[src/rtl/rpp_pkg.sv]
package rpp_pkg;

   // Register byte addresses
   localparam logic [11:0] OFS_CTRL_ONE = 12'hfe8;   // receiver_control_one
   localparam logic [11:0] OFS_CTRL_TWO = 12'hfe9;   // receiver_control_two
   localparam logic [11:0] OFS_CAPTURE  = 12'hfea;   // interval_count_capture
   localparam logic [11:0] OFS_BUFFER   = 12'hfeb;   // decoded_byte_buffer
   localparam logic [11:0] OFS_STATE    = 12'hfec;   // receiver_state
   localparam logic [11:0] OFS_EV_STAT  = 12'hfed;   // Sticky event status, read only
   localparam logic [11:0] OFS_EV_CLR   = 12'hfee;   // Event clear, write only
   localparam logic [11:0] OFS_EV_EN    = 12'hfef;   // Event enable

   // Field positions in receiver_control_one
   localparam int SRC_LSB   = 0;   // irq_source_select [1:0]
   localparam int MODE_BIT  = 2;   // measure_mode_select
   localparam int START_BIT = 3;   // counter_start_bit, write only
   localparam int NF_LSB    = 4;   // noise_filter_code [6:4]

   // Field positions in receiver_control_two
   localparam int CCK_LSB  = 0;   // count_clock_select [1:0]
   localparam int POL_BIT  = 2;   // input_polarity_select
   localparam int THR_LSB  = 4;   // bit_decision_threshold [7:4]

   // Event bits in status, clear and enable
   localparam int EV_EDGE = 0;   // Measurement completed
   localparam int EV_OVF  = 1;   // Counter overflow
   localparam int EV_BYTE = 2;   // Eight bits received

   // Interrupt source codes
   localparam logic [1:0] SRC_RISE = 2'h0;
   localparam logic [1:0] SRC_FALL = 2'h1;
   localparam logic [1:0] SRC_BOTH = 2'h2;
   localparam logic [1:0] SRC_BYTE = 2'h3;

   // Reset values, full tally and counter top
   localparam logic [7:0] RST_BYTE   = 8'h00;
   localparam logic [3:0] RST_TALLY  = 4'h0;
   localparam logic [3:0] TALLY_FULL = 4'h8;
   localparam logic [7:0] CNT_TOP    = 8'hff;

   // Count clock: fc/64 times 4 per select step (4 us at 16 MHz for code 0)
   localparam int PRE_BASE_EXP = 6;
   localparam int PRE_WIDTH    = 12;

   // Noise canceller: accept after 2**exp cycles of a steady new level
   localparam int NF_WIDTH = 15;

   // Control fields as carried between processes
   typedef struct packed {
      logic [2:0] noise_filter_code;
      logic       measure_mode_select;
      logic [1:0] irq_source_select;
   } rpp_ctl_one_t;

   typedef struct packed {
      logic [3:0] bit_decision_threshold;
      logic       input_polarity_select;
      logic [1:0] count_clock_select;
   } rpp_ctl_two_t;

endpackage : rpp_pkg

[src/rtl/rpp_core.sv]
`timescale 1ns/10ps
// Contract
// RULE1 - Software sets pin output latch to one
// RULE2 - Plain interrupt use needs source not 11
// RULE3 - Noise canceller drops pulses below threshold
// RULE4 - Each filter code sets accepted width
// RULE5 - Start bit runs counter on count clock
// RULE6 - Measurement captures, clears counter, interrupts
// RULE7 - Overflow at FFH: interrupt, flag, clear
// RULE8 - Software restarts counter after overflow
// RULE9 - Writing start clears overflow flag
// RULE10 - Bit is one when upper nibble reaches threshold
// RULE11 - Byte mode interrupts after eight bits
// RULE12 - Byte mode stores counter per bit
// RULE13 - Bits shift in on active edge
// RULE14 - Bit tally restarts at one after interrupt
// RULE15 - Count clock select gives four resolutions
// RULE16 - Source select picks edge or byte events
// RULE17 - Status shows filtered level and compare
module rpp_core #(
   parameter int unsigned NF_CUT = 0   // Lowers filter exponents to speed simulation
) (
   input  wire logic        clk_i,
   input  wire logic        rstn_i,
   input  wire logic [11:0] addr_i,
   input  wire logic [7:0]  wdata_i,
   input  wire logic        wr_i,
   input  wire logic        rd_i,
   output logic      [7:0]  rdata_o,
   input  wire logic        remote_wave_in_i,
   output logic             irq_o
);

   // Filter exponent per noise code; zero means bypass
   function automatic int nf_exp(input logic [2:0] code);
      case (code)
         3'h1:    nf_exp = 5;
         3'h2:    nf_exp = 8;
         3'h3:    nf_exp = 9;
         3'h4:    nf_exp = 10;
         3'h5:    nf_exp = 11;
         3'h6:    nf_exp = 13;
         3'h7:    nf_exp = 14;
         default: nf_exp = 0;
      endcase
   endfunction : nf_exp
   // Address match on a strobe
   function automatic logic hit(input logic stb, input logic [11:0] a, input logic [11:0] ofs);
      hit = stb && (a == ofs);
   endfunction : hit
   rpp_pkg::rpp_ctl_one_t ctl1;        // Stored control one
   rpp_pkg::rpp_ctl_one_t next_ctl1;
   rpp_pkg::rpp_ctl_two_t ctl2;        // Stored control two
   rpp_pkg::rpp_ctl_two_t next_ctl2;
   logic [2:0]            sync;        // Pin synchroniser chain
   logic                  stable;      // Level once stages two and three agree
   logic                  next_stable;
   logic [14:0]           nf_cnt;      // Steady-time counter of the canceller
   logic [14:0]           next_nf_cnt;
   logic [14:0]           nf_lim;      // Cycles a new level must hold
   logic                  filt;        // filtered_level_monitor
   logic                  next_filt;
   logic                  lvl_d;       // Polarity-adjusted level, one cycle old
   logic [11:0]           pre;         // Free-running count clock prescaler
   logic [11:0]           pre_mask;
   logic                  tick;        // One count clock period elapsed
   logic [7:0]            cnt;         // The 8-bit up counter
   logic [7:0]            next_cnt;
   logic                  run;         // Counter enabled
   logic                  next_run;
   logic                  ovf;         // counter_overflow_flag
   logic                  next_ovf;
   logic [7:0]            cap;         // interval_count_capture
   logic [7:0]            next_cap;
   logic [7:0]            rbuf;        // decoded_byte_buffer
   logic [7:0]            next_rbuf;
   logic [3:0]            tally;       // received_bit_tally
   logic [3:0]            next_tally;
   logic [2:0]            sts;         // Sticky event status
   logic [2:0]            next_sts;
   logic [2:0]            en;          // Event enable
   logic [2:0]            next_en;
   logic [2:0]            ev;          // Events of this cycle
   logic [7:0]            next_rdata;
   logic                  lvl;         // Filtered level after polarity
   logic                  rise;
   logic                  fall;
   logic                  byte_mode;
   logic                  meas_ev;     // Edge that ends a measurement
   logic                  width_clr;   // Opposite edge in width mode
   logic                  start;       // Write of one to counter_start_bit
   logic                  bit_val;     // Decoded bit, also threshold_compare_monitor

   // Control strobes and derived terms
   always_comb
   begin
      start     = hit(wr_i, addr_i, rpp_pkg::OFS_CTRL_ONE) && wdata_i[rpp_pkg::START_BIT];
      byte_mode = (ctl1.irq_source_select == rpp_pkg::SRC_BYTE); // RULE16
      lvl       = filt ^ ctl2.input_polarity_select;
      rise      = lvl && !lvl_d;
      fall      = !lvl && lvl_d;
      // Active edge in byte mode is the polarity-adjusted rise
      case (ctl1.irq_source_select) // RULE16
         rpp_pkg::SRC_RISE: meas_ev = rise;
         rpp_pkg::SRC_FALL: meas_ev = fall;
         rpp_pkg::SRC_BOTH: meas_ev = rise || fall;
         default:           meas_ev = rise; // RULE13
      endcase
      // Width mode restarts on the other edge so only pulse width counts
      width_clr = ctl1.measure_mode_select && !byte_mode &&
                  (rise || fall) && !meas_ev;
      bit_val   = (cnt[7:4] >= ctl2.bit_decision_threshold); // RULE10 RULE17
   end

   // Synchroniser and noise canceller next state
   always_comb
   begin
      next_stable = (sync[1] == sync[2]) ? sync[2] : stable;
      // A cut larger than the exponent leaves a one-cycle window
      if (nf_exp(ctl1.noise_filter_code) > int'(NF_CUT))
         nf_lim = 15'(15'h1 << (nf_exp(ctl1.noise_filter_code) - int'(NF_CUT)));
      else
         nf_lim = 15'h1;
      next_filt   = filt;
      next_nf_cnt = 15'h0;
      if (ctl1.noise_filter_code == 3'h0)
         next_filt = stable;
      else if (stable != filt)
      begin
         // Short pulses reset the count before it reaches the limit
         if (nf_cnt == nf_lim - 15'h1) // RULE3 RULE4
            next_filt = stable;
         else
            next_nf_cnt = nf_cnt + 15'h1;
      end
   end

   always_ff @(posedge clk_i or negedge rstn_i)
   begin
      if (!rstn_i)
      begin
         sync   <= 3'h0;
         stable <= 1'b0;
         nf_cnt <= 15'h0;
         filt   <= 1'b0;
         lvl_d  <= 1'b0;
      end
      else
      begin
         sync   <= {sync[1:0], remote_wave_in_i};
         stable <= next_stable;
         nf_cnt <= next_nf_cnt;
         filt   <= next_filt;
         lvl_d  <= lvl;
      end
   end

   // Count clock prescaler; the counter is one free divider, not a gated clock
   always_comb
   begin
      pre_mask = 12'((13'h1 << (rpp_pkg::PRE_BASE_EXP +
                 2 * int'(ctl2.count_clock_select))) - 13'h1); // RULE15
      tick     = ((pre & pre_mask) == pre_mask);
   end

   always_ff @(posedge clk_i or negedge rstn_i)
   begin
      if (!rstn_i)
         pre <= 12'h0;
      else
         pre <= pre + 12'h1;
   end

   // Counter, capture and byte assembly next state
   always_comb
   begin
      next_cnt   = cnt;
      next_run   = run;
      next_ovf   = ovf;
      next_cap   = cap;
      next_rbuf  = rbuf;
      next_tally = tally;
      ev         = 3'h0;
      // Start restarts from zero and drops the old flag
      if (start)
      begin
         next_run   = 1'b1; // RULE5
         next_cnt   = 8'h00;
         next_ovf   = 1'b0; // RULE9
         next_tally = rpp_pkg::RST_TALLY;
      end
      if (run)
      begin
         if (meas_ev)
         begin
            next_cap = cnt; // RULE6 RULE12
            next_cnt = 8'h00;
            if (byte_mode)
            begin
               next_rbuf  = {rbuf[6:0], bit_val}; // RULE13
               next_tally = (tally == rpp_pkg::TALLY_FULL) ? 4'h1 : tally + 4'h1; // RULE14
               ev[rpp_pkg::EV_BYTE] = (next_tally == rpp_pkg::TALLY_FULL); // RULE11
            end
            else
               ev[rpp_pkg::EV_EDGE] = 1'b1; // RULE6
         end
         else if (width_clr)
            next_cnt = 8'h00;
         else if (tick)
         begin
            // Overflow wins over a same-cycle start: the flag is set and run clears
            if (cnt == rpp_pkg::CNT_TOP)
            begin
               next_ovf = 1'b1; // RULE7
               next_cnt = 8'h00;
               next_run = 1'b0; // RULE8
               ev[rpp_pkg::EV_OVF] = 1'b1;
            end
            else if (!start) // A same-cycle start keeps its zero
               next_cnt = cnt + 8'h01; // RULE5
         end
      end
   end

   always_ff @(posedge clk_i or negedge rstn_i)
   begin
      if (!rstn_i)
      begin
         cnt   <= rpp_pkg::RST_BYTE;
         run   <= 1'b0;
         ovf   <= 1'b0;
         cap   <= rpp_pkg::RST_BYTE;
         rbuf  <= rpp_pkg::RST_BYTE;
         tally <= rpp_pkg::RST_TALLY;
      end
      else
      begin
         cnt   <= next_cnt;
         run   <= next_run;
         ovf   <= next_ovf;
         cap   <= next_cap;
         rbuf  <= next_rbuf;
         tally <= next_tally;
      end
   end

   // Register file, interrupt status and read data
   always_comb
   begin
      next_ctl1 = ctl1;
      next_ctl2 = ctl2;
      next_en   = en;
      next_sts  = sts;
      if (hit(wr_i, addr_i, rpp_pkg::OFS_CTRL_ONE))
         next_ctl1 = {wdata_i[rpp_pkg::NF_LSB +: 3], wdata_i[rpp_pkg::MODE_BIT],
                      wdata_i[rpp_pkg::SRC_LSB +: 2]};
      if (hit(wr_i, addr_i, rpp_pkg::OFS_CTRL_TWO))
         next_ctl2 = {wdata_i[rpp_pkg::THR_LSB +: 4], wdata_i[rpp_pkg::POL_BIT],
                      wdata_i[rpp_pkg::CCK_LSB +: 2]};
      if (hit(wr_i, addr_i, rpp_pkg::OFS_EV_EN))
         next_en = wdata_i[2:0];
      // Set wins over clear so no event is lost
      if (hit(wr_i, addr_i, rpp_pkg::OFS_EV_CLR))
         next_sts = sts & ~wdata_i[2:0];
      next_sts = next_sts | ev;
      // Unmapped and write-only addresses read zero
      next_rdata = 8'h00;
      if (rd_i)
      begin
         case (addr_i)
            rpp_pkg::OFS_CTRL_ONE: next_rdata = {1'b0, ctl1.noise_filter_code, 1'b0,
                                                 ctl1.measure_mode_select, ctl1.irq_source_select};
            rpp_pkg::OFS_CTRL_TWO: next_rdata = {ctl2.bit_decision_threshold, 1'b0,
                                                 ctl2.input_polarity_select,
                                                 ctl2.count_clock_select};
            rpp_pkg::OFS_CAPTURE:  next_rdata = cap;
            rpp_pkg::OFS_BUFFER:   next_rdata = rbuf;
            rpp_pkg::OFS_STATE:    next_rdata = {tally, 1'b0, ovf, bit_val, filt}; // RULE17
            rpp_pkg::OFS_EV_STAT:  next_rdata = {5'h00, sts};
            rpp_pkg::OFS_EV_EN:    next_rdata = {5'h00, en};
            default:               next_rdata = 8'h00;
         endcase
      end
   end

   always_ff @(posedge clk_i or negedge rstn_i)
   begin
      if (!rstn_i)
      begin
         ctl1    <= '0;
         ctl2    <= '0;
         en      <= 3'h0;
         sts     <= 3'h0;
         rdata_o <= rpp_pkg::RST_BYTE;
      end
      else
      begin
         ctl1    <= next_ctl1;
         ctl2    <= next_ctl2;
         en      <= next_en;
         sts     <= next_sts;
         rdata_o <= next_rdata;
      end
   end

   // Level interrupt while any enabled event is pending
   assign irq_o = |(sts & en);
endmodule : rpp_core

[config.mk]
export PLATFORM = sky130hd
export DESIGN_NAME = rpp_core
export DESIGN_NICKNAME = d
export VERILOG_FILES = /design/src/rtl/rpp_pkg.sv /design/src/rtl/rpp_core.sv
export SDC_FILE = /design/constraint.sdc
export NUM_CORES = 1
export LEC_CHECK = 0
export ABC_AREA = 0
export BUFFER_PORTS_ARGS = -buffer_cell sky130_fd_sc_hd__buf_4
export CORE_MARGIN = 4
export CORE_UTILIZATION = 48
export CTS_CLUSTER_DIAMETER = 100
export DETAILED_ROUTE_END_ITERATION = 6
export PLACE_DENSITY = 0.66
export SYNTH_ARGS = -nofsm -noshare
export SYNTH_HDL_FRONTEND = slang
export SYNTH_SLANG_ARGS = --single-unit
[constraint.sdc]
create_clock -name clk_i -period 5.95 [get_ports clk_i]
set_clock_uncertainty 0.1 [all_clocks]
set_input_delay 0.2975 -clock clk_i [delete_from_list [all_inputs] [get_ports clk_i]]
set_output_delay 0.2975 -clock clk_i [all_outputs]
set_load 0.03 [all_outputs]
=== Word-level counts from Yosys, hierarchy flattened ===
Cells that the tools add are included.

* Flip-flop bits (word level): 90
* Input bits: 25

* $lt $le $gt $ge: 2
* Equal/unequal tests: 25
* Shifts and indexed selects: 2
* Bitwise logic cells: 6
* Reductions and logical operators: 22
* Multiplexer cells: 46
* $add $sub $neg: 7

{| class="wikitable"
|+ Operator list
! kind !! number
|-
| $eq 12x12->1 const B || 8
|-
| $mux 8 || 8
|-
| $mux 15 || 4
|-
| $pmux 8 s7 || 1
|-
| $gt 32x1->1 const B || 1
|-
| $mux 32 || 1
|-
| $shl 1x32->15 const A || 1
|-
| $pmux 4 s7 || 1
|-
| $mux 1 || 23
|-
| $mux 4 || 5
|-
| $add 15x1->15 const B || 1
|-
| $eq 15x15->1 || 1
|-
| $sub 15x1->15 const B || 1
|-
| $add 12x1->12 const B || 1
|-
| $and 12x12->12 || 1
|-
| $eq 12x12->1 || 1
|-
| $eq 3x3->1 const B || 4
|-
| $shl 1x4->12 const A || 1
|-
| $sub 12x1->12 const B || 1
|-
| $logic_and 1x1->1 || 10
|-
| $add 8x1->8 const B || 1
|-
| $eq 4x4->1 const B || 2
|-
| $eq 8x8->1 const B || 1
|-
| $and 3x3->3 || 2
|-
| 21 further kinds || 29
|}

=== Depth between registers and ports, before layout ===
Gate-level depths: netlist of run 1.

* Word-level depth: 11
* Mapped depth: 11

=== Least setup slack after synthesis of run 1 ===
OpenSTA, ideal clock, no wires.

* Path type: register -> register
* Start point: register ctl1[4] in the netlist's numbering
* End point: register nf_cnt[10]
* Period minus slack after synthesis: 2.582 ns
* Library setup time: 0.123 ns
* Path slack: 3.368 ns
* Cell stages (with the launch flop): 12
* Arrival: 2.359 ns
* Cells stage by stage: dfrtp_1 buf_2 nor3_1 inv_1 ha_1 or4b_1 nand3_2 xnor2_1 a31oi_2 nand2_2 buf_8 nor2_4

* Word-level cells in the longest chain between the ends: 10
* Elaborated cells on any way between the ends: 18

{| class="wikitable"
|+ Ends and longest elaborated chain
! element !! RTL line !! RTL
|-
| start, declared || rpp_core.sv:51 || <nowiki>rpp_pkg::rpp_ctl_one_t ctl1;</nowiki>
|-
| start signal, assigned || rpp_core.sv:298 || <nowiki>ctl1 <= next_ctl1;</nowiki>
|-
| parallel branches: the longest is 9 deep, another holds $gt 32x1->1 || - ||
|-
| $mux 15 (*) || rpp_core.sv:126 || <nowiki>if (ctl1.noise_filter_code == 3'h0)</nowiki>
|-
| via next_nf_cnt[10] || rpp_core.sv:59 || <nowiki>logic [14:0] next_nf_cnt;</nowiki>
|-
| end signal, assigned || rpp_core.sv:152 || <nowiki>nf_cnt <= next_nf_cnt;</nowiki>
|-
| end, declared || rpp_core.sv:58 || <nowiki>logic [14:0] nf_cnt;</nowiki>
|}

Mark *: on every way through the listed nets, which the timed path passes. The select of a mux whose other input is x is not followed.
A chain may end at the register's enable or synchronous reset.

=== Final worst setup path of run 1 ===
* Start point: register ctl1[5] in the netlist's numbering
* End point: register nf_cnt[14]

Same word-level chain as after synthesis.

==> results of run 1 <==
state kept, by name, indices dropped and copies added, names as in the netlist:
register	count
ctl2	7
nf_cnt	15
stable	1
rbuf	8
filt	1
cnt	8
sync	3
tally	4
sts	3
cap	8
pre	12
en	3
rdata_o	8
ovf	1
lvl_d	1
ctl1	6
run	1
routing by layer:
metal  global-route usage  vias up
met5                    0        -
met4               0.0575        0
met3               0.0409       16
met2                0.273       68
met1                0.257     1594
li1                     -     1617
power breakdown:
group	switching (uW)	internal (uW)	total, uW	leakage, uW
Clock	214	159	373	0.0000916
Sequential	3.81	615	619	0.00121
Combinational	34.5	23.6	58.1	0.00112
worst max-delay path, delay by kind of cell (launching register included):
| kind | cells | cell delay (ns) |
|---|---|---|
| buf+inv | 1 | 0.09 |
| simple gates | 5 | 1.66 |
| flops | 1 | 0.52 |
| compound gates | 1 | 0.14 |
| fa+ha+maj | 1 | 0.26 |
| xor+xnor | 1 | 0.12 |
worst paths after layout:
path / startpoint / cells past startpoint / to / slack (ns)
max in group asynchronous: rstn_i / 3 / cap[6]$_DFFE_PN0P_ / 4.38
setup reg to reg: ctl1[5]$_DFFE_PN0P_ / 9 / nf_cnt[14]$_DFF_PN0_ / 2.91
hold / removal: wdata_i[7] / 2 / ctl2[6]$_DFFE_PN0P_ / 0.07
setup / recovery: ctl1[5]$_DFFE_PN0P_ / 9 / nf_cnt[14]$_DFF_PN0_ / 2.91
min in group asynchronous: rstn_i / 2 / nf_cnt[0]$_DFF_PN0_ / 0.30
hold reg to reg: sync[0]$_DFF_PN0_ / 0 / sync[1]$_DFF_PN0_ / 0.26
cell type report:
type / count / area share
multi-input cells: 315 / 0.438
flip-flops and latches: 90 / 0.431
repair buffers: 36 / 0.0526
well taps: 129 / 0.0309
clock buffers: 10 / 0.0263
inverters: 21 / 0.0151
clock inverters: 6 / 0.00622
repair_timing:
action                                  in CTS  in global routing
hold buffers                                 2                  0
endpoints found under the setup margin       0                  0
resized for setup                            0                  0
endpoints found under the hold margin       32                  0
cells by family after synthesis:
logic type,after synthesis
adders and majority gates,19
other,1
buffers and inverters,35
AOI/OAI and AO/OA,63
and+or+nand+nor,160
muxes,40
DFF,90
xor gates and xnor gates,30
through the flow:
| stage | worst slack, ns | util | power (uW) |
|---|---|---|---|
| final | 2.91 | 0.558 | 1050 |
| after global routing | 2.69 | 0.558 | 1100 |
| after CTS | 2.89 | 0.558 | 1060 |
| after detailed placement | 2.91 | 0.538 | 689 |
| after global placement | 3.05 | 0.538 | 688 |
| after floorplan | 3.37 | - | 656 |
placed cells by master (no fill, tap or decap), types with 4 or more instances in the layout:
| master | instances |
|---|---|
| buf_4 | 34 |
| and3_1 | 15 |
| xor2_1 | 13 |
| dfrtp_1 | 90 |
| nand4_1 | 5 |
| nor2b_1 | 5 |
| clkinv_2 | 5 |
| nand2_1 | 34 |
| nand2b_1 | 8 |
| ha_1 | 18 |
| a22oi_1 | 6 |
| nor2_4 | 8 |
| inv_1 | 21 |
| a21o_1 | 7 |
| xnor2_1 | 17 |
| clkbuf_8 | 10 |
| o21ai_0 | 9 |
| mux2_2 | 33 |
| nor3b_1 | 4 |
| a31oi_1 | 8 |
| nor3_1 | 7 |
| nand3_1 | 24 |
| a21oi_1 | 13 |
| nor2_1 | 32 |
==> impl_metrics.json, run 1 <==
{
  "status": "completed",
  "ant_nets": 0,
  "synth_edf_count": 0,
  "clockBufferDepth": 2,
  "yosysWarnings": 0,
  "worstPathRequired_ns": 6.08,
  "min_path_type": "primary input to register",
  "cts_tree": "built",
  "grt_pass1_wl_um": 16300,
  "synth.area.mux_share": 0.102,
  "final_max_slew_viol_count": 0,
  "coreArea_sq_um": 9370,
  "first_iter_violations": 112,
  "n_fill_cell": 862,
  "drt_pass1_iterations": 4,
  "critPathCaptureType": "register",
  "vias": 3295,
  "critPathMaxStageDelay_ns": 0.55,
  "tightest_slew_ns": 0.825,
  "grt-ovfl-total": 0,
  "clkLatencyLatePin_ns": 0.36,
  "synth.largest_area_cell": "dfrtp_1",
  "netlist_top_cells_count": "dfrtp_1, nand2_1, mux2_2",
  "areaGrowthSynthToFinish_pct": 11.5,
  "ys_seq_area_frac": 0.480,
  "syn_area_per_cell_sq_um": 10.7,
  "path_max_fanout": 15,
  "multi_input_area_sq_um": 2290,
  "wl_met3_um": 445,
  "met2_length_um": 4260,
  "wl_per_cell_um": 15.5,
  "synthCells": 438,
  "htreeDepth": 3,
  "tns_ns": 0,
  "totalWireLength_um": 9400,
  "synthAdderAreaFrac": 0.0502,
  "relSlewSlack": 0.445,
  "ios": 34,
  "placed_cell_area_sq_um": 5040,
  "yosysTopAreaCellShare": 0.480,
  "post_drt_via_cell_ratio": 5.43,
  "period_share": 0.511,
  "yosysUniqueCellTypes": 61,
  "dpl.cell_count": 589,
  "leakage_uw": 0.00243,
  "ys_async_sr_fraction": 1.00,
  "root_buffer": "clkbuf_8",
  "setup_violations": 0,
  "drv_cap": 0,
  "grt_pass1_vias": 3207,
  "portBuffers": 33,
  "final-seq-area_sq_um": 2250,
  "timing.hold.ws_ns": 0.0705,
  "ir_drop_v": 0.0000956,
  "num_rows": 35,
  "drive_gt1_frac": 0.213,
  "start_util": 0.500,
  "fin_cells": 607,
  "rsz0062_at_grt": "no",
  "netlist_area_sq_um": 4690,
  "grt_use_total": 0.180,
  "antennaDiodeCount": 0,
  "synth_xor_area_frac": 0.0560,
  "numCtsBuffers": 9,
  "path_class": "register to register",
  "synthTopCellsByArea": "dfrtp_1, mux2_2, ha_1, xnor2_1, nand2_1",
  "cts_setup_buffers": 0,
  "period_minus_slack_ns": 3.04,
  "synth_most_common_cell": "dfrtp_1",
  "clock.fmax_mhz": 329,
  "power.density_nw_per_um2": 201,
  "fin_area_sq_um": 5230,
  "wl_met1_um": 4530,
  "slowest_stage": "or4b_1",
  "drcViolationCount": 0,
  "cp_cell_sequence": "nor3_1 -> inv_1 -> ha_1 -> or4b_1 -> nand3_2 -> xnor2_1 -> a31oi_2 -> nand2_2 -> nor2_1",
  "synth_compound_area_frac": 0.0923,
  "synth_ff_type": "dfrtp_1",
  "antenna_found_initial": 0,
  "dp_hpwl_um": 7000,
  "nNetsFinal": 516,
  "ys_ff_latch": 90,
  "worst_ep_arrival_time_ns": 3.17,
  "place_congestion": 0.795,
  "cts.sinks": 90,
  "die_w_um": 107,
  "synth_simple_gate_area_share": 0.185,
  "synth_top_family_by_area": "simple AND/OR/NAND/NOR gates",
  "hold_violations": 0,
  "cp-start-kind": "register",
  "grt_max_degree": 60,
  "die_h_um": 107,
  "path_clk_slew_ns": 0.09,
  "top_layer_used": "met4",
  "die-area_sq_um": 11400
}
Note: power is estimated with default switching activity, not from simulation.
==> run 2: changes to the inputs <==
==> constraint.sdc (replaced) <==
create_clock -name clk_i -period 3.2 [get_ports clk_i]
set_clock_uncertainty 0.1 [all_clocks]
set_input_delay 0.16 -clock clk_i [delete_from_list [all_inputs] [get_ports clk_i]]
set_output_delay 0.16 -clock clk_i [all_outputs]
set_load 0.03 [all_outputs]
==> run 2 against run 1 <==
Total power grew 95%; die area unchanged; combinational power up 100%; worst setup slack worse by 2.5 ns; count of clock-buffer cells in the layout rose by 1; final cell count rose by 1.8%; critical path type unchanged; largest cell class unchanged.
==> impl_metrics.json, run 2 (synthesis results as in run 1) <==
{
  "start_util": 0.500,
  "areaGrowthSynthToFinish_pct": 14.3,
  "post-place-ws_ns": 0.227,
  "cts_tree": "built",
  "htreeDepth": 3,
  "vias": 3303,
  "ant_nets": 0,
  "grt-ovfl-total": 0,
  "ir_drop_v": 0.000197,
  "drive_gt1_frac": 0.215,
  "drv_cap": 0,
  "final_common_cell": "dfrtp_1",
  "critPathMaxStageDelay_ns": 0.55,
  "die_h_um": 107,
  "dp_hpwl_um": 7020,
  "grt_pass1_wl_um": 16200,
  "top_regs": "nf_cnt: 15 flops, pre: 12 flops",
  "first_iter_violations": 119,
  "clockBufferDepth": 2,
  "regMostFlops": "nf_cnt",
  "post_drt_via_cell_ratio": 5.34,
  "tightest_slew_ns": 0.817,
  "coreArea_sq_um": 9370,
  "final_max_slew_viol_count": 0,
  "num_rows": 35,
  "period_share": 0.881,
  "cts_setup_buffers": 0,
  "leakage_uw": 0.00250,
  "wl_per_cell_um": 15.5,
  "antennaDiodeCount": 0,
  "place_congestion": 0.803,
  "power.density_nw_per_um2": 382,
  "grt_max_degree": 66,
  "worstPathRequired_ns": 3.39,
  "clock.fmax_mhz": 355,
  "root_buffer": "clkbuf_8",
  "cts.sinks": 90,
  "power_switching_uw": 471,
  "post-route-util": 0.572,
  "dpl.cell_count": 593,
  "cp_cell_sequence": "nor3_1 -> inv_1 -> ha_1 -> or4b_1 -> nand3_2 -> xnor2_1 -> a31oi_2 -> nand2_4 -> nor2_1",
  "setup_violations": 0,
  "fin_cells": 618,
  "cp-start-kind": "register",
  "drcViolationCount": 0,
  "final_cell_mix": "dfrtp_1, buf_4, nand2_1, mux2_2, nor2_1",
  "largest_reg_flops": 15,
  "path_max_fanout": 14,
  "die_w_um": 107,
  "path_class": "register to register",
  "totalWireLength_um": 9560,
  "min_path_type": "primary input to register",
  "slowest_stage": "or4b_1",
  "numCtsBuffers": 9,
  "portBuffers": 33,
  "grt_pass1_vias": 3259,
  "grt_use_total": 0.179,
  "internal-power_uw": 1570,
  "nNetsFinal": 527,
  "antenna_found_initial": 0,
  "clock_power_share": 0.381,
  "hold_violations": 0,
  "worst_ep_arrival_time_ns": 3.01,
  "status": "completed",
  "p_comb_frac": 0.057,
  "clkLatencyLatePin_ns": 0.36,
  "period_minus_slack_ns": 2.82,
  "fin_ws_ns": 0.381,
  "timing.hold.ws_ns": 0.0260,
  "path_clk_slew_ns": 0.09,
  "critPathCaptureType": "register",
  "relSlewSlack": 0.456,
  "ios": 34,
  "tns_ns": 0,
  "drt_pass1_iterations": 4,
  "die-area_sq_um": 11400,
  "rsz0062_at_grt": "no",
  "pwr-share-seq": 0.562,
  "swShare": 0.230
}
run 2: cell types whose count changed in the layout (fill, tap and decap cells not counted), sizes merged:
cell,before,now
bufinv,0,1
clkbuf,10,11
buf,34,38
clkinvlp,1,0
dlygate4sd3,2,9
clkinv,5,4
run 2: repair_timing:
| item | CTS | global route |
|---|---|---|
| hold buffers | 9 | 0 |
| endpoints found under the setup margin | 0 | 1 |
| resized for setup | 0 | 1 |
| endpoints found under the hold margin | 80 | 0 |
run 2: layer usage:
layer	vias to the layer above	share of wire	wire [um]	global-route usage
li1	1633	-	-	-
met1	1619	0.48	4560	0.245
met2	39	0.48	4580	0.292
met3	12	0.030	290	0.0295
met4	0	0.014	133	0.0548
met5	-	0	0	0
run 2: final timing paths:
kind	slack [ns]	end	startpoint	cells after the start
hold / removal	0.03	rdata_o[0]$_DFF_PN0_	rd_i	3
min in group asynchronous	0.32	nf_cnt[13]$_DFF_PN0_	rstn_i	2
hold reg to reg	0.25	sync[1]$_DFF_PN0_	sync[0]$_DFF_PN0_	0
setup reg to reg	0.38	nf_cnt[4]$_DFF_PN0_	ctl1[3]$_DFFE_PN0P_	9
setup / recovery	0.38	nf_cnt[4]$_DFF_PN0_	ctl1[3]$_DFFE_PN0P_	9
max in group asynchronous	1.96	rbuf[1]$_DFFE_PN0P_	rstn_i	3
run 2: area by class of cell:
type	count	area, sq um
Fill cell	840	4010
Multi-Input combinational cell	315	2300
Sequential cell	90	2250
Timing Repair Buffer	47	375
Tap cell	129	161
Clock buffer	11	141
Inverter	21	78.8
Clock inverter	5	53.8
run 2: critical path, delay by kind of cell (launching register included):
| kind | cells | cell delay [ns] |
|---|---|---|
| compound gates | 1 | 0.27 |
| xor+xnor | 1 | 0.08 |
| fa+ha+maj | 1 | 0.26 |
| buf+inv | 1 | 0.09 |
| flops | 1 | 0.47 |
| simple gates | 5 | 1.48 |
run 2: power groups by stage:
stage / Sequential (uW) / Combinational, uW / Clock, uW
6_report: 1150 / 117 / 779
3_3_place_gp: 1170 / 107 / 0
2_1_floorplan: 1170 / 49.2 / 0
3_5_place_dp: 1170 / 109 / 0
5_1_grt: 1150 / 133 / 839
4_1_cts: 1150 / 118 / 804
run 2: per-stage QoR:
| stage | instance area [sq um] | power [uW] |
|---|---|---|
| after floorplan | 4700 | 1220 |
| after global placement | 5070 | 1280 |
| after detailed placement | 5070 | 1280 |
| after CTS | 5350 | 2070 |
| after global routing | 5360 | 2120 |
| final | 5360 | 2050 |
